===== config.mk =====
export PLATFORM = sky130hd
export DESIGN_NAME = dd_slave
export DESIGN_NICKNAME = d
export VERILOG_FILES = /design/src/dd_pkg.sv /design/src/dd_chan.sv /design/src/dd_slave.sv /design/src/dd_sync.sv
export SDC_FILE = /design/constraint.sdc
export NUM_CORES = 1
export LEC_CHECK = 0
export BUFFER_PORTS_ARGS = -buffer_cell sky130_fd_sc_hd__buf_2
export CAP_MARGIN = 25
export CORE_UTILIZATION = 55
export DETAILED_ROUTE_END_ITERATION = 8
export HOLD_SLACK_MARGIN = 0.1
export PLACE_DENSITY = 0.76
export SLEW_MARGIN = 20
export SYNTH_ARGS = -nofsm -noshare
export SYNTH_HDL_FRONTEND = slang
export SYNTH_SLANG_ARGS = --single-unit

===== constraint.sdc =====
create_clock -name clock -period 1.9 [get_ports clock]
set_clock_uncertainty 0.15 [all_clocks]
set_input_delay 0.38 -clock clock [delete_from_list [all_inputs] [get_ports clock]]
set_output_delay 0.38 -clock clock [all_outputs]
set_load 0.05 [all_outputs]

===== src/dd_pkg.sv =====
// Package: constants, types and states of the dual converter two-wire slave
// ==========================================================================
// Notes on behaviour
// - Slave address is 000110 plus the address-select pin as its low bit.
// - Slave only; the serial clock is never driven, only sampled.
// - SDA falling while SCL high starts a new transaction.
// - On address match pull SDA low on ninth clock, else stay released.
// - Each byte is eight data clocks plus one acknowledge clock.
// - SDA changes only while SCL low, except start and stop.
// - Write is address, pointer, then data bytes, each acknowledged.
// - Pointer read uses repeated start then address with read direction.
// - Read without pointer byte uses the retained pointer settings.
// - Pointer bit 4 is format, bit 1 channel B, bit 0 channel A.
// - Format bit zero; data moves as two-byte words.
// - A set channel-select bit routes following data to that channel.
// - First data byte: two power-down bits, clear_n, load_n, top code bits.
// - After reset, normal mode and all registers hold zero.
// - Codes are straight binary, passed unchanged to the converter core.
// - Power-down bits: 00 normal, 01 1k, 10 100k, 11 high impedance.
// - Clear bit zero fills all input and converter registers with zero.
// - Load bit zero updates both converter registers; one updates input only.
// - Readback of none or both channels gives zeros with clear bit one.
package dd_pkg;

  // ========================================================================
  // Addressing and pointer layout
  localparam logic [5:0] ADDR_PREFIX   = 6'h06;
  localparam logic [7:0] PTR_RESET     = 8'h00;
  localparam int         PTR_FMT_BIT   = 4;
  localparam int         PTR_SEL_B_BIT = 1;
  localparam int         PTR_SEL_A_BIT = 0;

  // ========================================================================
  // Data word layout and values after reset
  localparam logic [15:0] READ_DEFAULT  = 16'h2000;
  localparam logic [15:0] WORD_RESET    = 16'h0000;
  localparam logic [3:0]  BITS_PER_BYTE = 4'h8;
  localparam logic [3:0]  CNT_RESET     = 4'h0;
  localparam int          CODE_FIELD    = 12;
  localparam int          SYNC_STAGES   = 2;

  // Power-down encodings
  localparam logic [1:0] PD_NORMAL = 2'h0;
  localparam logic [1:0] PD_1K     = 2'h1;
  localparam logic [1:0] PD_100K   = 2'h2;
  localparam logic [1:0] PD_HIZ    = 2'h3;

  typedef struct packed {
    logic [1:0]            pd;
    logic                  clear_all_n;
    logic                  load_outputs_n;
    logic [CODE_FIELD-1:0] code;
  } dd_word_t;

  typedef enum logic [3:0] {
    ST_IDLE, ST_ADDR, ST_ADDR_ACK, ST_PTR, ST_PTR_ACK,
    ST_DATA, ST_DATA_ACK, ST_SEND, ST_SEND_ACK
  } dd_state_t;

endpackage


===== src/dd_chan.sv =====
// One converter channel: input, converter and readback registers
`timescale 1ns/1ps
module dd_chan import dd_pkg::*; #(
  parameter int RES_BITS = 12
) (
  input  wire logic                clock,
  input  wire logic                sys_rst,
  input  wire logic                commit,
  input  wire logic                sel,
  input  wire dd_word_t            word,
  output logic      [RES_BITS-1:0] dac_code,
  output logic      [1:0]          pd_mode,
  output dd_word_t                 rd_word
);

  // ========================================================================
  // Channel state
  logic [RES_BITS-1:0] in_code;
  logic                updated;
  logic [RES_BITS-1:0] next_in_code;
  logic [RES_BITS-1:0] next_dac_code;
  logic                next_updated;
  logic [1:0]          next_pd_mode;
  dd_word_t            next_rd_word;
  logic [RES_BITS-1:0] wcode;
  dd_word_t            masked;

  // Left-justified code; unused low bits read back as zero
  assign wcode  = word.code[CODE_FIELD-1 -: RES_BITS];
  always_comb begin
    masked      = word;
    masked.code = '0;
    masked.code[CODE_FIELD-1 -: RES_BITS] = wcode;
  end

  // Update on a completed word; clear beats load
  always_comb begin
    next_in_code  = in_code;
    next_dac_code = dac_code;
    next_updated  = updated;
    next_pd_mode  = pd_mode;
    next_rd_word  = rd_word;
    if (commit && !word.clear_all_n) begin
      next_in_code  = '0;
      next_dac_code = '0;
      next_updated  = 1'b0;
      next_rd_word  = WORD_RESET;
    end else if (commit) begin
      if (sel) begin
        next_in_code = wcode;
        next_updated = 1'b1;
        next_pd_mode = word.pd;
        next_rd_word = masked;
      end
      // Only a channel written since the last load moves, to spare glitches
      if (!word.load_outputs_n && (sel || updated)) begin
        next_dac_code = sel ? wcode : in_code;
        next_updated  = 1'b0;
      end
    end
  end

  always_ff @(posedge clock) begin
    if (sys_rst) begin
      in_code  <= '0;
      dac_code <= '0;
      updated  <= 1'b0;
      pd_mode  <= PD_NORMAL;
      rd_word  <= WORD_RESET;
    end else begin
      in_code  <= next_in_code;
      dac_code <= next_dac_code;
      updated  <= next_updated;
      pd_mode  <= next_pd_mode;
      rd_word  <= next_rd_word;
    end
  end

  // ========================================================================
  // Checks
  AST_CLEAR_ZERO: assert property (
    @(posedge clock) disable iff (sys_rst)
    commit && !word.clear_all_n |=> dac_code == '0 && in_code == '0)
    else $error("clear did not zero channel");
  AST_LOAD_HOLD: assert property (
    @(posedge clock) disable iff (sys_rst)
    commit && word.clear_all_n && word.load_outputs_n |=> $stable(dac_code))
    else $error("converter register moved without load");
  AST_RESET_ZERO: assert property (
    @(posedge clock) disable iff (sys_rst)
    $past(sys_rst) |-> dac_code == '0 && pd_mode == PD_NORMAL)
    else $error("channel not zero after reset");

endmodule


===== src/dd_slave.sv =====
// Two-wire slave front end of a dual voltage-output converter
`timescale 1ns/1ps
module dd_slave import dd_pkg::*; #(
  parameter int RES_BITS = 12
) (
  input  wire logic                clock,
  input  wire logic                sys_rst,
  input  wire logic                scl_in,
  input  wire logic                sda_in,
  output logic                     sda_out,
  output logic                     sda_oe,
  input  wire logic                addr_select_pin,
  output logic      [RES_BITS-1:0] code_a,
  output logic      [RES_BITS-1:0] code_b,
  output logic      [1:0]          powerdown_a,
  output logic      [1:0]          powerdown_b
);

  // ========================================================================
  // Pin sampling and bus events
  logic [2:0] pins_s;
  logic       scl_s;
  logic       sda_s;
  logic       addr_sel_s;
  logic       scl_q;
  logic       sda_q;
  logic       scl_rise;
  logic       scl_fall;
  logic       start_det;
  logic       stop_det;

  // Clock line is only ever an input here
  dd_sync #(.W(3)) u_sync (
    .clock   (clock),
    .sys_rst (sys_rst),
    .din     ({scl_in, sda_in, addr_select_pin}),
    .dout    (pins_s)
  );
  assign scl_s      = pins_s[2];
  assign sda_s      = pins_s[1];
  assign addr_sel_s = pins_s[0];

  // Edge history taken from the synchronised copies
  always_ff @(posedge clock) begin
    if (sys_rst) begin
      scl_q <= 1'b1;
      sda_q <= 1'b1;
    end else begin
      scl_q <= scl_s;
      sda_q <= sda_s;
    end
  end

  // Start and stop are SDA edges with SCL high
  assign scl_rise  = scl_s && !scl_q;
  assign scl_fall  = !scl_s && scl_q;
  assign start_det = scl_s && scl_q && sda_q && !sda_s;
  assign stop_det  = scl_s && scl_q && !sda_q && sda_s;

  // ========================================================================
  // Helpers
  function automatic logic addr_hit(input logic [7:0] b, input logic lsb);
    addr_hit = (b[7:2] == ADDR_PREFIX) && (b[1] == lsb);
  endfunction

  // Bit to send: word high byte first, each byte MSB first
  function automatic logic tx_bit(input logic [15:0] w, input logic hi,
                                  input logic [3:0] cnt);
    logic [7:0] b;
    b      = hi ? w[15:8] : w[7:0];
    tx_bit = b[3'(4'h7 - cnt)];
  endfunction

  // ========================================================================
  // Protocol state
  dd_state_t   state;
  dd_state_t   next_state;
  logic [3:0]  bit_cnt;
  logic [3:0]  next_bit_cnt;
  logic [7:0]  shreg;
  logic [7:0]  next_shreg;
  logic        rw;
  logic        next_rw;
  logic [7:0]  pointer;
  logic [7:0]  next_pointer;
  logic        hi_half;
  logic        next_hi_half;
  logic [7:0]  hi_byte;
  logic [7:0]  next_hi_byte;
  logic [15:0] tx_word;
  logic [15:0] next_tx_word;
  logic [15:0] rd_word;
  logic        next_sda_oe;
  logic        commit;
  logic        next_commit;
  dd_word_t    commit_word;
  dd_word_t    next_commit_word;
  dd_word_t    word_a;
  dd_word_t    word_b;

  // Readback picks one channel; none or both give READ_DEFAULT, zeros with clear bit one
  always_comb begin
    if (pointer[PTR_SEL_B_BIT:PTR_SEL_A_BIT] == 2'h1) begin
      rd_word = word_a;
    end else if (pointer[PTR_SEL_B_BIT:PTR_SEL_A_BIT] == 2'h2) begin
      rd_word = word_b;
    end else begin
      rd_word = READ_DEFAULT;
    end
  end

  // Next-state logic of the serial engine
  always_comb begin
    next_state       = state;
    next_bit_cnt     = bit_cnt;
    next_shreg       = shreg;
    next_rw          = rw;
    next_pointer     = pointer;
    next_hi_half     = hi_half;
    next_hi_byte     = hi_byte;
    next_tx_word     = tx_word;
    next_sda_oe      = sda_oe;
    next_commit      = 1'b0;
    next_commit_word = commit_word;
    if (start_det) begin
      next_state   = ST_ADDR;
      next_bit_cnt = CNT_RESET;
      next_sda_oe  = 1'b0;
    end else if (stop_det) begin
      next_state  = ST_IDLE;
      next_sda_oe = 1'b0;
    end else begin
      case (state)
        ST_ADDR, ST_PTR, ST_DATA: begin
          if (scl_rise && bit_cnt < BITS_PER_BYTE) begin
            next_shreg   = {shreg[6:0], sda_s};
            next_bit_cnt = bit_cnt + 4'h1;
          end else if (scl_fall && bit_cnt == BITS_PER_BYTE) begin
            next_bit_cnt = CNT_RESET;
            next_sda_oe  = 1'b1;
            if (state == ST_ADDR) begin
              if (addr_hit(shreg, addr_sel_s)) begin
                next_rw    = shreg[0];
                next_state = ST_ADDR_ACK;
              end else begin
                next_sda_oe = 1'b0;
                next_state  = ST_IDLE;
              end
            end else if (state == ST_PTR) begin
              next_pointer = shreg;
              next_hi_half = 1'b1;
              next_state   = ST_PTR_ACK;
            end else begin
              // Two bytes make one word
              next_state = ST_DATA_ACK;
              if (hi_half) begin
                next_hi_byte = shreg;
              end else begin
                next_commit      = 1'b1;
                next_commit_word = {hi_byte, shreg};
              end
              next_hi_half = !hi_half;
            end
          end
        end
        ST_ADDR_ACK: begin
          if (scl_fall) begin
            if (rw) begin
              // Read uses whatever pointer is retained
              next_tx_word = rd_word;
              next_hi_half = 1'b1;
              next_sda_oe  = !tx_bit(rd_word, 1'b1, CNT_RESET);
              next_state   = ST_SEND;
            end else begin
              next_sda_oe = 1'b0;
              next_state  = ST_PTR;
            end
          end
        end
        ST_PTR_ACK, ST_DATA_ACK: begin
          if (scl_fall) begin
            next_sda_oe = 1'b0;
            next_state  = ST_DATA;
          end
        end
        ST_SEND: begin
          if (scl_rise) begin
            next_bit_cnt = bit_cnt + 4'h1;
          end else if (scl_fall) begin
            if (bit_cnt == BITS_PER_BYTE) begin
              next_sda_oe = 1'b0;
              next_state  = ST_SEND_ACK;
            end else begin
              next_sda_oe = !tx_bit(tx_word, hi_half, bit_cnt);
            end
          end
        end
        ST_SEND_ACK: begin
          if (scl_rise) begin
            if (sda_s) begin
              next_state = ST_IDLE;
            end else begin
              // Acknowledged: next byte, repeating the word endlessly
              next_hi_half = !hi_half;
              next_bit_cnt = CNT_RESET;
              next_state   = ST_SEND;
            end
          end
        end
        default: begin
          next_state = ST_IDLE;
        end
      endcase
    end
  end

  // Registers of the serial engine
  always_ff @(posedge clock) begin
    if (sys_rst) begin
      state       <= ST_IDLE;
      bit_cnt     <= CNT_RESET;
      shreg       <= 8'h00;
      rw          <= 1'b0;
      pointer     <= PTR_RESET;
      hi_half     <= 1'b1;
      hi_byte     <= 8'h00;
      tx_word     <= WORD_RESET;
      sda_oe      <= 1'b0;
      sda_out     <= 1'b0;
      commit      <= 1'b0;
      commit_word <= WORD_RESET;
    end else begin
      state       <= next_state;
      bit_cnt     <= next_bit_cnt;
      shreg       <= next_shreg;
      rw          <= next_rw;
      pointer     <= next_pointer;
      hi_half     <= next_hi_half;
      hi_byte     <= next_hi_byte;
      tx_word     <= next_tx_word;
      sda_oe      <= next_sda_oe;
      sda_out     <= 1'b0; // Open drain: only ever pulls low
      commit      <= next_commit;
      commit_word <= next_commit_word;
    end
  end

  // ========================================================================
  // Channels, A on pointer bit 0 and B on bit 1
  logic     [1:0]          sel_bits;
  logic     [RES_BITS-1:0] codes   [2];
  logic     [1:0]          pds     [2];
  dd_word_t                rwords  [2];

  assign sel_bits = pointer[PTR_SEL_B_BIT:PTR_SEL_A_BIT];

  for (genvar ch = 0; ch < 2; ch++) begin : g_chan
    dd_chan #(.RES_BITS(RES_BITS)) u_chan (
      .clock    (clock),
      .sys_rst  (sys_rst),
      .commit   (commit),
      .sel      (sel_bits[ch]),
      .word     (commit_word),
      .dac_code (codes[ch]),
      .pd_mode  (pds[ch]),
      .rd_word  (rwords[ch])
    );
  end

  assign code_a      = codes[0];
  assign code_b      = codes[1];
  assign powerdown_a = pds[0];
  assign powerdown_b = pds[1];
  assign word_a      = rwords[0];
  assign word_b      = rwords[1];

  // ========================================================================
  // Checks
  AST_ADDR_ACK: assert property (
    @(posedge clock) disable iff (sys_rst)
    state == ST_ADDR && scl_fall && bit_cnt == BITS_PER_BYTE && !start_det
      && !stop_det && addr_hit(shreg, addr_sel_s) |=> sda_oe && state == ST_ADDR_ACK)
    else $error("matching address not acknowledged");
  AST_ADDR_MISS: assert property (
    @(posedge clock) disable iff (sys_rst)
    state == ST_ADDR && scl_fall && bit_cnt == BITS_PER_BYTE && !start_det
      && !stop_det && !addr_hit(shreg, addr_sel_s) |=> !sda_oe && state == ST_IDLE)
    else $error("foreign address acknowledged");
  AST_SDA_LOW_ONLY: assert property (
    @(posedge clock) disable iff (sys_rst)
    $changed(sda_oe) && !$past(start_det) && !$past(stop_det) |-> !$past(scl_s))
    else $error("sda changed while scl high");
  AST_START: assert property (
    @(posedge clock) disable iff (sys_rst)
    start_det |=> state == ST_ADDR && bit_cnt == CNT_RESET && !sda_oe)
    else $error("start not recognised");
  AST_PTR_STORE: assert property (
    @(posedge clock) disable iff (sys_rst)
    state == ST_PTR && scl_fall && bit_cnt == BITS_PER_BYTE && !start_det
      && !stop_det |=> pointer == $past(shreg) ##1 state == ST_PTR_ACK)
    else $error("pointer not stored");
  AST_READ_DEFAULT: assert property (
    @(posedge clock) disable iff (sys_rst)
    state == ST_SEND && sel_bits != 2'h1 && sel_bits != 2'h2
      && $past(state) == ST_ADDR_ACK |-> tx_word == READ_DEFAULT)
    else $error("default readback pattern wrong");
  AST_ACK_RELEASE: assert property (
    @(posedge clock) disable iff (sys_rst)
    state == ST_DATA_ACK && scl_fall && !start_det && !stop_det
      |=> !sda_oe && state == ST_DATA && bit_cnt == CNT_RESET)
    else $error("ack not released after ninth clock");
  AST_NACK_END: assert property (
    @(posedge clock) disable iff (sys_rst)
    state == ST_SEND_ACK && scl_rise && sda_s && !start_det && !stop_det
      |=> state == ST_IDLE [*2])
    else $error("not-acknowledge did not end read");

endmodule


===== src/dd_sync.sv =====
// Two-flop synchroniser for pin inputs
`timescale 1ns/1ps
module dd_sync import dd_pkg::*; #(
  parameter int W = 1
) (
  input  wire logic         clock,
  input  wire logic         sys_rst,
  input  wire logic [W-1:0] din,
  output logic      [W-1:0] dout
);

  // ========================================================================
  // First stage feeds only the second stage
  logic [W-1:0] meta;
  logic [W-1:0] next_meta;
  logic [W-1:0] next_dout;

  // Shift through both stages
  always_comb begin
    next_meta = din;
    next_dout = meta;
  end

  // Idle bus is high, so reset both stages high
  always_ff @(posedge clock) begin
    if (sys_rst) begin
      meta <= '1;
      dout <= '1;
    end else begin
      meta <= next_meta;
      dout <= next_dout;
    end
  end

endmodule


==> results of run 1 <==
worst register-to-register path: stages (launching register included):
cell	delay, ps
dfxtp_4	360
or4b_4	580
a21oi_1	170
o221ai_1	190
a311oi_2	270
a32o_1	150
layout make-up:
cell class / count / area share [%]
Sequential cell: 156 / 40.5
Clock buffer: 23 / 6.41
Inverter: 6 / 0.290
Tap cell: 143 / 2.30
Multi-Input combinational cell: 505 / 40.2
Timing Repair Buffer: 104 / 9.57
Clock inverter: 8 / 0.757
cells by family (layout without fill, tap and decap cells):
group | after synthesis | count (layout) | share of synthesized area, %
DFF | 156 | 156 | 48.6
buffers and inverters | 61 | 141 | 4.11
adders and majority gates | 2 | 2 | 0.350
other | 1 | 1 | 0.0583
and+or+nand+nor | 268 | 268 | 19.2
AOI/OAI and AO/OA | 166 | 166 | 16.9
xor gates and xnor gates | 3 | 3 | 0.409
muxes | 65 | 65 | 10.4
flip-flops by register name, indices dropped and copies added (netlist names):
register and count:
rw 1, g_chan.u_chan.updated 2, commit 1, state 4, sda_q 1, hi_byte 8, g_chan.u_chan.rd_word 32, g_chan.u_chan.pd_mode 4
shreg 8, u_sync.dout 3, sda_oe 1, g_chan.u_chan.in_code 24, bit_cnt 4, commit_word 16, scl_q 1, u_sync.meta 3
g_chan.u_chan.dac_code 24, tx_word 16, hi_half 1, pointer 2
Yosys cell counts (all sizes together), types with 3 or more instances:
library cell	count	area share (%)
a211oi	44	5.1
a21o	3	0.35
a21oi	70	5.4
a22oi	17	2.0
a311oi	4	0.54
and2	3	0.29
buf	22	1.8
clkbuf	33	1.9
dfxtp	156	49
inv	6	0.35
mux2i	63	9.8
nand2	112	6.6
nand2b	8	0.78
nand3	6	0.47
nor2	96	5.6
nor2b	6	0.58
nor3	5	0.56
nor3b	5	0.74
nor4b	3	0.64
o21ai	6	0.47
or2	11	1.1
how the worst min path moves through the flow:
stage                                     end  depth (start not counted)  slack (ps)                      start
global route                commit$_SDFF_PP0_                          2         230                    sys_rst
floorplan           u_sync.dout[0]$_SDFF_PP1_                          1         240  u_sync.meta[0]$_SDFF_PP1_
CTS                         commit$_SDFF_PP0_                          2         170                    sys_rst
finish                      commit$_SDFF_PP0_                          2         210                    sys_rst
detailed placement  u_sync.dout[0]$_SDFF_PP1_                          1         250  u_sync.meta[0]$_SDFF_PP1_
global placement    u_sync.dout[2]$_SDFF_PP1_                          1         240  u_sync.meta[2]$_SDFF_PP1_
repair_timing:
item	CTS	global route
endpoints found under the setup margin	35	49
hold buffers	3	0
hold endpoints to repair	3	0
buffers inserted	0	4
pin swaps	0	5
gates resized for setup	9	18
metal layers:
layer  GRT usage, %  vias up  routed length, um
met3           5.06       26                758
met4           9.68        0                240
met1           35.7     2568               7020
met2           46.8      145               7900
li1               -     2658                  -
met5              0        -                  0
through the flow:
stage / hold slack [ps] / power, mW / instance area, um^2 / TNS [ps] / setup slack (ps)
5_1_grt: 233 / 7.98 / 7760 / -720 / -61.7
2_1_floorplan: 239 / 4.07 / 6440 / 0 / 3.85
4_1_cts: 174 / 7.70 / 7680 / -60.9 / -16.0
3_5_place_dp: 247 / 4.54 / 7060 / -628 / -85.1
6_report: 207 / 7.71 / 7760 / -13.9 / -13.9
3_3_place_gp: 242 / 4.52 / 7060 / -225 / -101
power by group:
group / total [mW] / switching (mW) / internal (mW)
sequential: 3.40 / 0.0802 / 3.32
clock: 3.16 / 1.32 / 1.84
combinational: 1.15 / 0.580 / 0.569
==> flow_summary.json, run 1 <==
{
  "place_inst": 907,
  "max_cap_viol_count": 0,
  "multiInputGateArea_mm2": 0.00312,
  "most-common-layout-cells": "dfxtp_1 (146), nand2_1 (111), nor2_1 (94)",
  "synth_area_mm2": 0.00643,
  "drive_gt1_share_pct": 21.8,
  "async_reset_ff_share_pct": 0,
  "hold_viol": 0,
  "setup_viol": 1,
  "r2r_start": "bit_cnt[1]$_SDFFE_PP0P_",
  "crit_end": "sda_oe$_SDFFE_PP0P_",
  "antenna_found_initial": 0,
  "violations": "negative setup slack",
  "clock_latency_ps": 430,
  "nNetsFinal": 796,
  "row_count": 39,
  "start_kind": "flop",
  "regArea_mm2": 0.00315,
  "synth_area_per_cell_um2": 8.90,
  "max-clock-path-buffers": 2,
  "path_clk_slew_ps": 60,
  "ff2ff_path_depth": 5,
  "drt_first_iter_violations": 378,
  "critical-path-top-delay-family": "compound AO/OA/AOI/OAI gates",
  "crit_path_cell_trace": "or4b_4 -> a21oi_1 -> o221ai_1 -> a311oi_2 -> a32o_1",
  "worst_path_largest_cell_delay_ps": 580,
  "final_common_cell": "dfxtp_1",
  "cp_num_buf_inv": 0,
  "cts_tree": "built",
  "timing.final.crit_share_pct": 101,
  "final_util_pct": 68.0,
  "initial_core_util_pct": 56.3,
  "synth.yosys.seq_area_share_pct": 48.6,
  "setup_slack_ps": -13.9,
  "io_buffers": 33,
  "cts.sinks": 156,
  "grt_pass1_wl_um": 25400,
  "fillers": 903,
  "yosysWarnings": 0,
  "crit_type": "flop to flop",
  "grt_pass1_vias": 5018,
  "hp-class": "input port to flop",
  "critical_path_required_ps": 2120,
  "layout_min_cycle_time_ps": 1910,
  "fmax_ghz": 0.522,
  "instances_no_fill": 945,
  "cp_slowest_cell": "or4b_4",
  "gp_congestion": 0.850,
  "cts_root_buf": "clkbuf_16",
  "grt_max_degree": 83,
  "regToRegSetupSlack_ps": -10,
  "area_delta_synth_final_pct": 20.8,
  "worstReg2RegEnd": "sda_oe$_SDFFE_PP0P_",
  "die_area_mm2": 0.0121,
  "cts_buffers": 17,
  "cellPowerDensity_mw_per_mm2": 993,
  "synth_seq_cells": 156,
  "ir_worst_vdd_mv": 0.743,
  "endpoint_kind": "flop",
  "design.core.area_mm2": 0.0114,
  "slew_viol_final": 0,
  "rsz0062_at_grt": "yes",
  "crit_start": "bit_cnt[1]$_SDFFE_PP0P_",
  "crit_fanout": 4,
  "postRouteAntennaNets": 0,
  "drc": 0,
  "synth_nets": 728,
  "wl_per_cell_um": 16.9,
  "via_per_inst": 5.71,
  "critPathArrivalTime_ps": 2130,
  "cts_max_level": 4,
  "hpwl_um": 11200,
  "synthesis.instances": 722,
  "synth.distinct_cells": 63,
  "die_x_um": 110,
  "antennaDiodeCount": 0,
  "status": "complete, but fails checks",
  "finalWirelength_um": 15900,
  "yosys_most_used_dff": "dfxtp_1",
  "crit_cells": 5,
  "die_h_um": 110,
  "groute.usage.overall_pct": 27.8,
  "drt-pass1-iter-count": 5,
  "p_leak_nw": 2.88,
  "synth_edf_count": 0,
  "vias": 5397,
  "overflow": 0,
  "io_pins": 35
}
No activity file was read; power rests on OpenSTA's default activity.
==> run 2: changes to the inputs <==
PLACE_DENSITY = 0.74   (was 0.76)
RECOVER_POWER = 100   (was default)
REMOVE_ABC_BUFFERS = 1   (was default)
==> run 2 against run 1 <==
  * Via count up 0.63%
  * Core utilization up 0.90 points
  * Non-clock buffer count up 6
  * Fmax down 0.94%
  * Final area up 1.3%
  * Sequential power about the same
  * Hold slack better by 60 ps
  * Sequential cell count unchanged
  * Combinational power about the same
  * Worst setup slack worse by 18 ps
  * The flow still finishes with violations (negative setup slack)
  * Critical path type unchanged
  * Clock power up 4%
==> flow_summary.json, run 2 (synthesis results as in run 1) <==
{
  "drive_gt1_share_pct": 21.5,
  "post-place-ws_ps": -133,
  "most-common-layout-cells": "dfxtp_1 (148), nand2_1 (111), nor2_1 (91)",
  "largest_reg_flops": 32,
  "setup_slack_ps": -32.1,
  "cts_root_buf": "clkbuf_16",
  "critical_path_required_ps": 2090,
  "violations": "negative setup slack",
  "groute.usage.overall_pct": 28.4,
  "slew_viol_final": 0,
  "vias": 5431,
  "area_delta_synth_final_pct": 22.4,
  "antenna_found_initial": 0,
  "critPathArrivalTime_ps": 2130,
  "dpl_cell_area_mm2": 0.00714,
  "p_leak_nw": 2.86,
  "antennaDiodeCount": 0,
  "cts_tree": "built",
  "crit_path_cell_trace": "clkbuf_2 -> and2_2 -> buf_4 -> nand2_1 -> a21oi_1",
  "nNetsFinal": 802,
  "cts_max_level": 4,
  "die_h_um": 110,
  "drt_first_iter_violations": 307,
  "final_common_cell": "dfxtp_1",
  "overflow": 0,
  "endpoint_kind": "flop",
  "io_pins": 35,
  "gp_congestion": 0.942,
  "ir_worst_vdd_mv": 0.877,
  "setup_viol": 6,
  "drc": 0,
  "die_area_mm2": 0.0121,
  "reg_top3": "g_chan.u_chan.rd_word: 32 flops, g_chan.u_chan.dac_code: 24 flops, g_chan.u_chan.in_code: 24 flops",
  "row_count": 39,
  "hold_viol": 0,
  "timing.final.crit_share_pct": 102,
  "crit_fanout": 12,
  "path_clk_slew_ps": 60,
  "regToRegSetupSlack_ps": -30,
  "cellPowerDensity_mw_per_mm2": 1000,
  "cts.sinks": 156,
  "drt-pass1-iter-count": 6,
  "hpwl_um": 11000,
  "power.total_mw": 7.89,
  "r2r_start": "pointer[0]$_SDFFE_PP0P_",
  "clock_latency_ps": 430,
  "crit_start": "pointer[0]$_SDFFE_PP0P_",
  "initial_core_util_pct": 56.3,
  "wl_met3_um": 674,
  "final_util_pct": 68.9,
  "crit_type": "flop to flop",
  "start_kind": "flop",
  "via_per_inst": 5.71,
  "grt_pass1_wl_um": 25800,
  "grt_max_degree": 58,
  "layout_min_cycle_time_ps": 1930,
  "status": "complete, but fails checks",
  "cp_slowest_cell": "clkbuf_2",
  "m1WireLength_um": 7120,
  "worst_hold_slack_ps": 266,
  "max-clock-path-buffers": 2,
  "highest_layer": "met4",
  "cts_buffers": 17,
  "fin_area_mm2": 0.00787,
  "postRouteAntennaNets": 0,
  "finalWirelength_um": 16300,
  "hp-class": "flop to flop",
  "fmax_ghz": 0.518,
  "die_x_um": 110,
  "slew_headroom_pct": 60.5,
  "rsz0062_at_grt": "yes",
  "wl_met2_um": 8150,
  "max_cap_viol_count": 0,
  "design.core.area_mm2": 0.0114,
  "worst_path_largest_cell_delay_ps": 450,
  "min-delay-start": "u_sync.meta[0]$_SDFF_PP1_",
  "io_buffers": 33,
  "grt_pass1_vias": 5285,
  "regMostFlops": "g_chan.u_chan.rd_word",
  "tightest_slew_ps": 596,
  "wl_per_cell_um": 17.1
}
run 2: cell count changes in the layout (fill, tap and decap cells not counted), sizes merged:
cell      delta
clkinv       +4
buf         -33
bufinv       +2
clkbuf      +33
inv          +1
clkinvlp     -1
run 2: worst paths after layout:
| kind | to | cells past startpoint |
|---|---|---|
| max | g_chan[0].u_chan.in_code[1]$_SDFFE_PP0P_ | 5 |
| min | u_sync.dout[0]$_SDFF_PP1_ | 1 |
| max reg2reg | g_chan[0].u_chan.in_code[1]$_SDFFE_PP0P_ | 5 |
| min reg2reg | u_sync.dout[0]$_SDFF_PP1_ | 1 |
run 2: cell type report:
cell class	instances	area (um^2)
flip-flops and latches	156	3140
repair buffers	110	793
well taps	143	179
clock buffers	17	425
clock inverters	14	146
fillers	909	3550
multi-input cells	505	3160
inverters	6	22.5
run 2: worst max-delay path: cells and delay by family (launching register included):
family | cells | cell delay [ps]
simple gates | 2 | 460
buf+inv | 2 | 670
compound gates | 1 | 190
flops | 1 | 370
run 2: repair_timing:
action / in CTS / in global routing
gates resized for setup: 26 / 18
setup buffers: 0 / 2
pin swaps: 7 / 11
setup endpoints to repair: 35 / 50
hold endpoints to repair: 3 / 0
hold buffers: 3 / 0
cloned: 0 / 1
run 2: metal layers:
metal,vias up,global-route usage (%)
met3,26,6.76
met2,137,49.0
met4,0,11.7
met5,-,0
li1,2672,-
met1,2596,34.0
run 2: where the power goes:
group          internal, mW  switching (mW)  total (mW)  leakage [nW]
clock network          1.93            1.36        3.29         0.281
logic                 0.565           0.614        1.18          1.31
registers              3.33          0.0876        3.41          1.26
run 2: stage by stage:
stage / setup TNS [ps] / instances
finish: -70.6 / 951
global route: -3960 / 951
CTS: -117 / 948
detailed placement: -1460 / 914
global placement: -291 / 914
floorplan: -29210 / 667
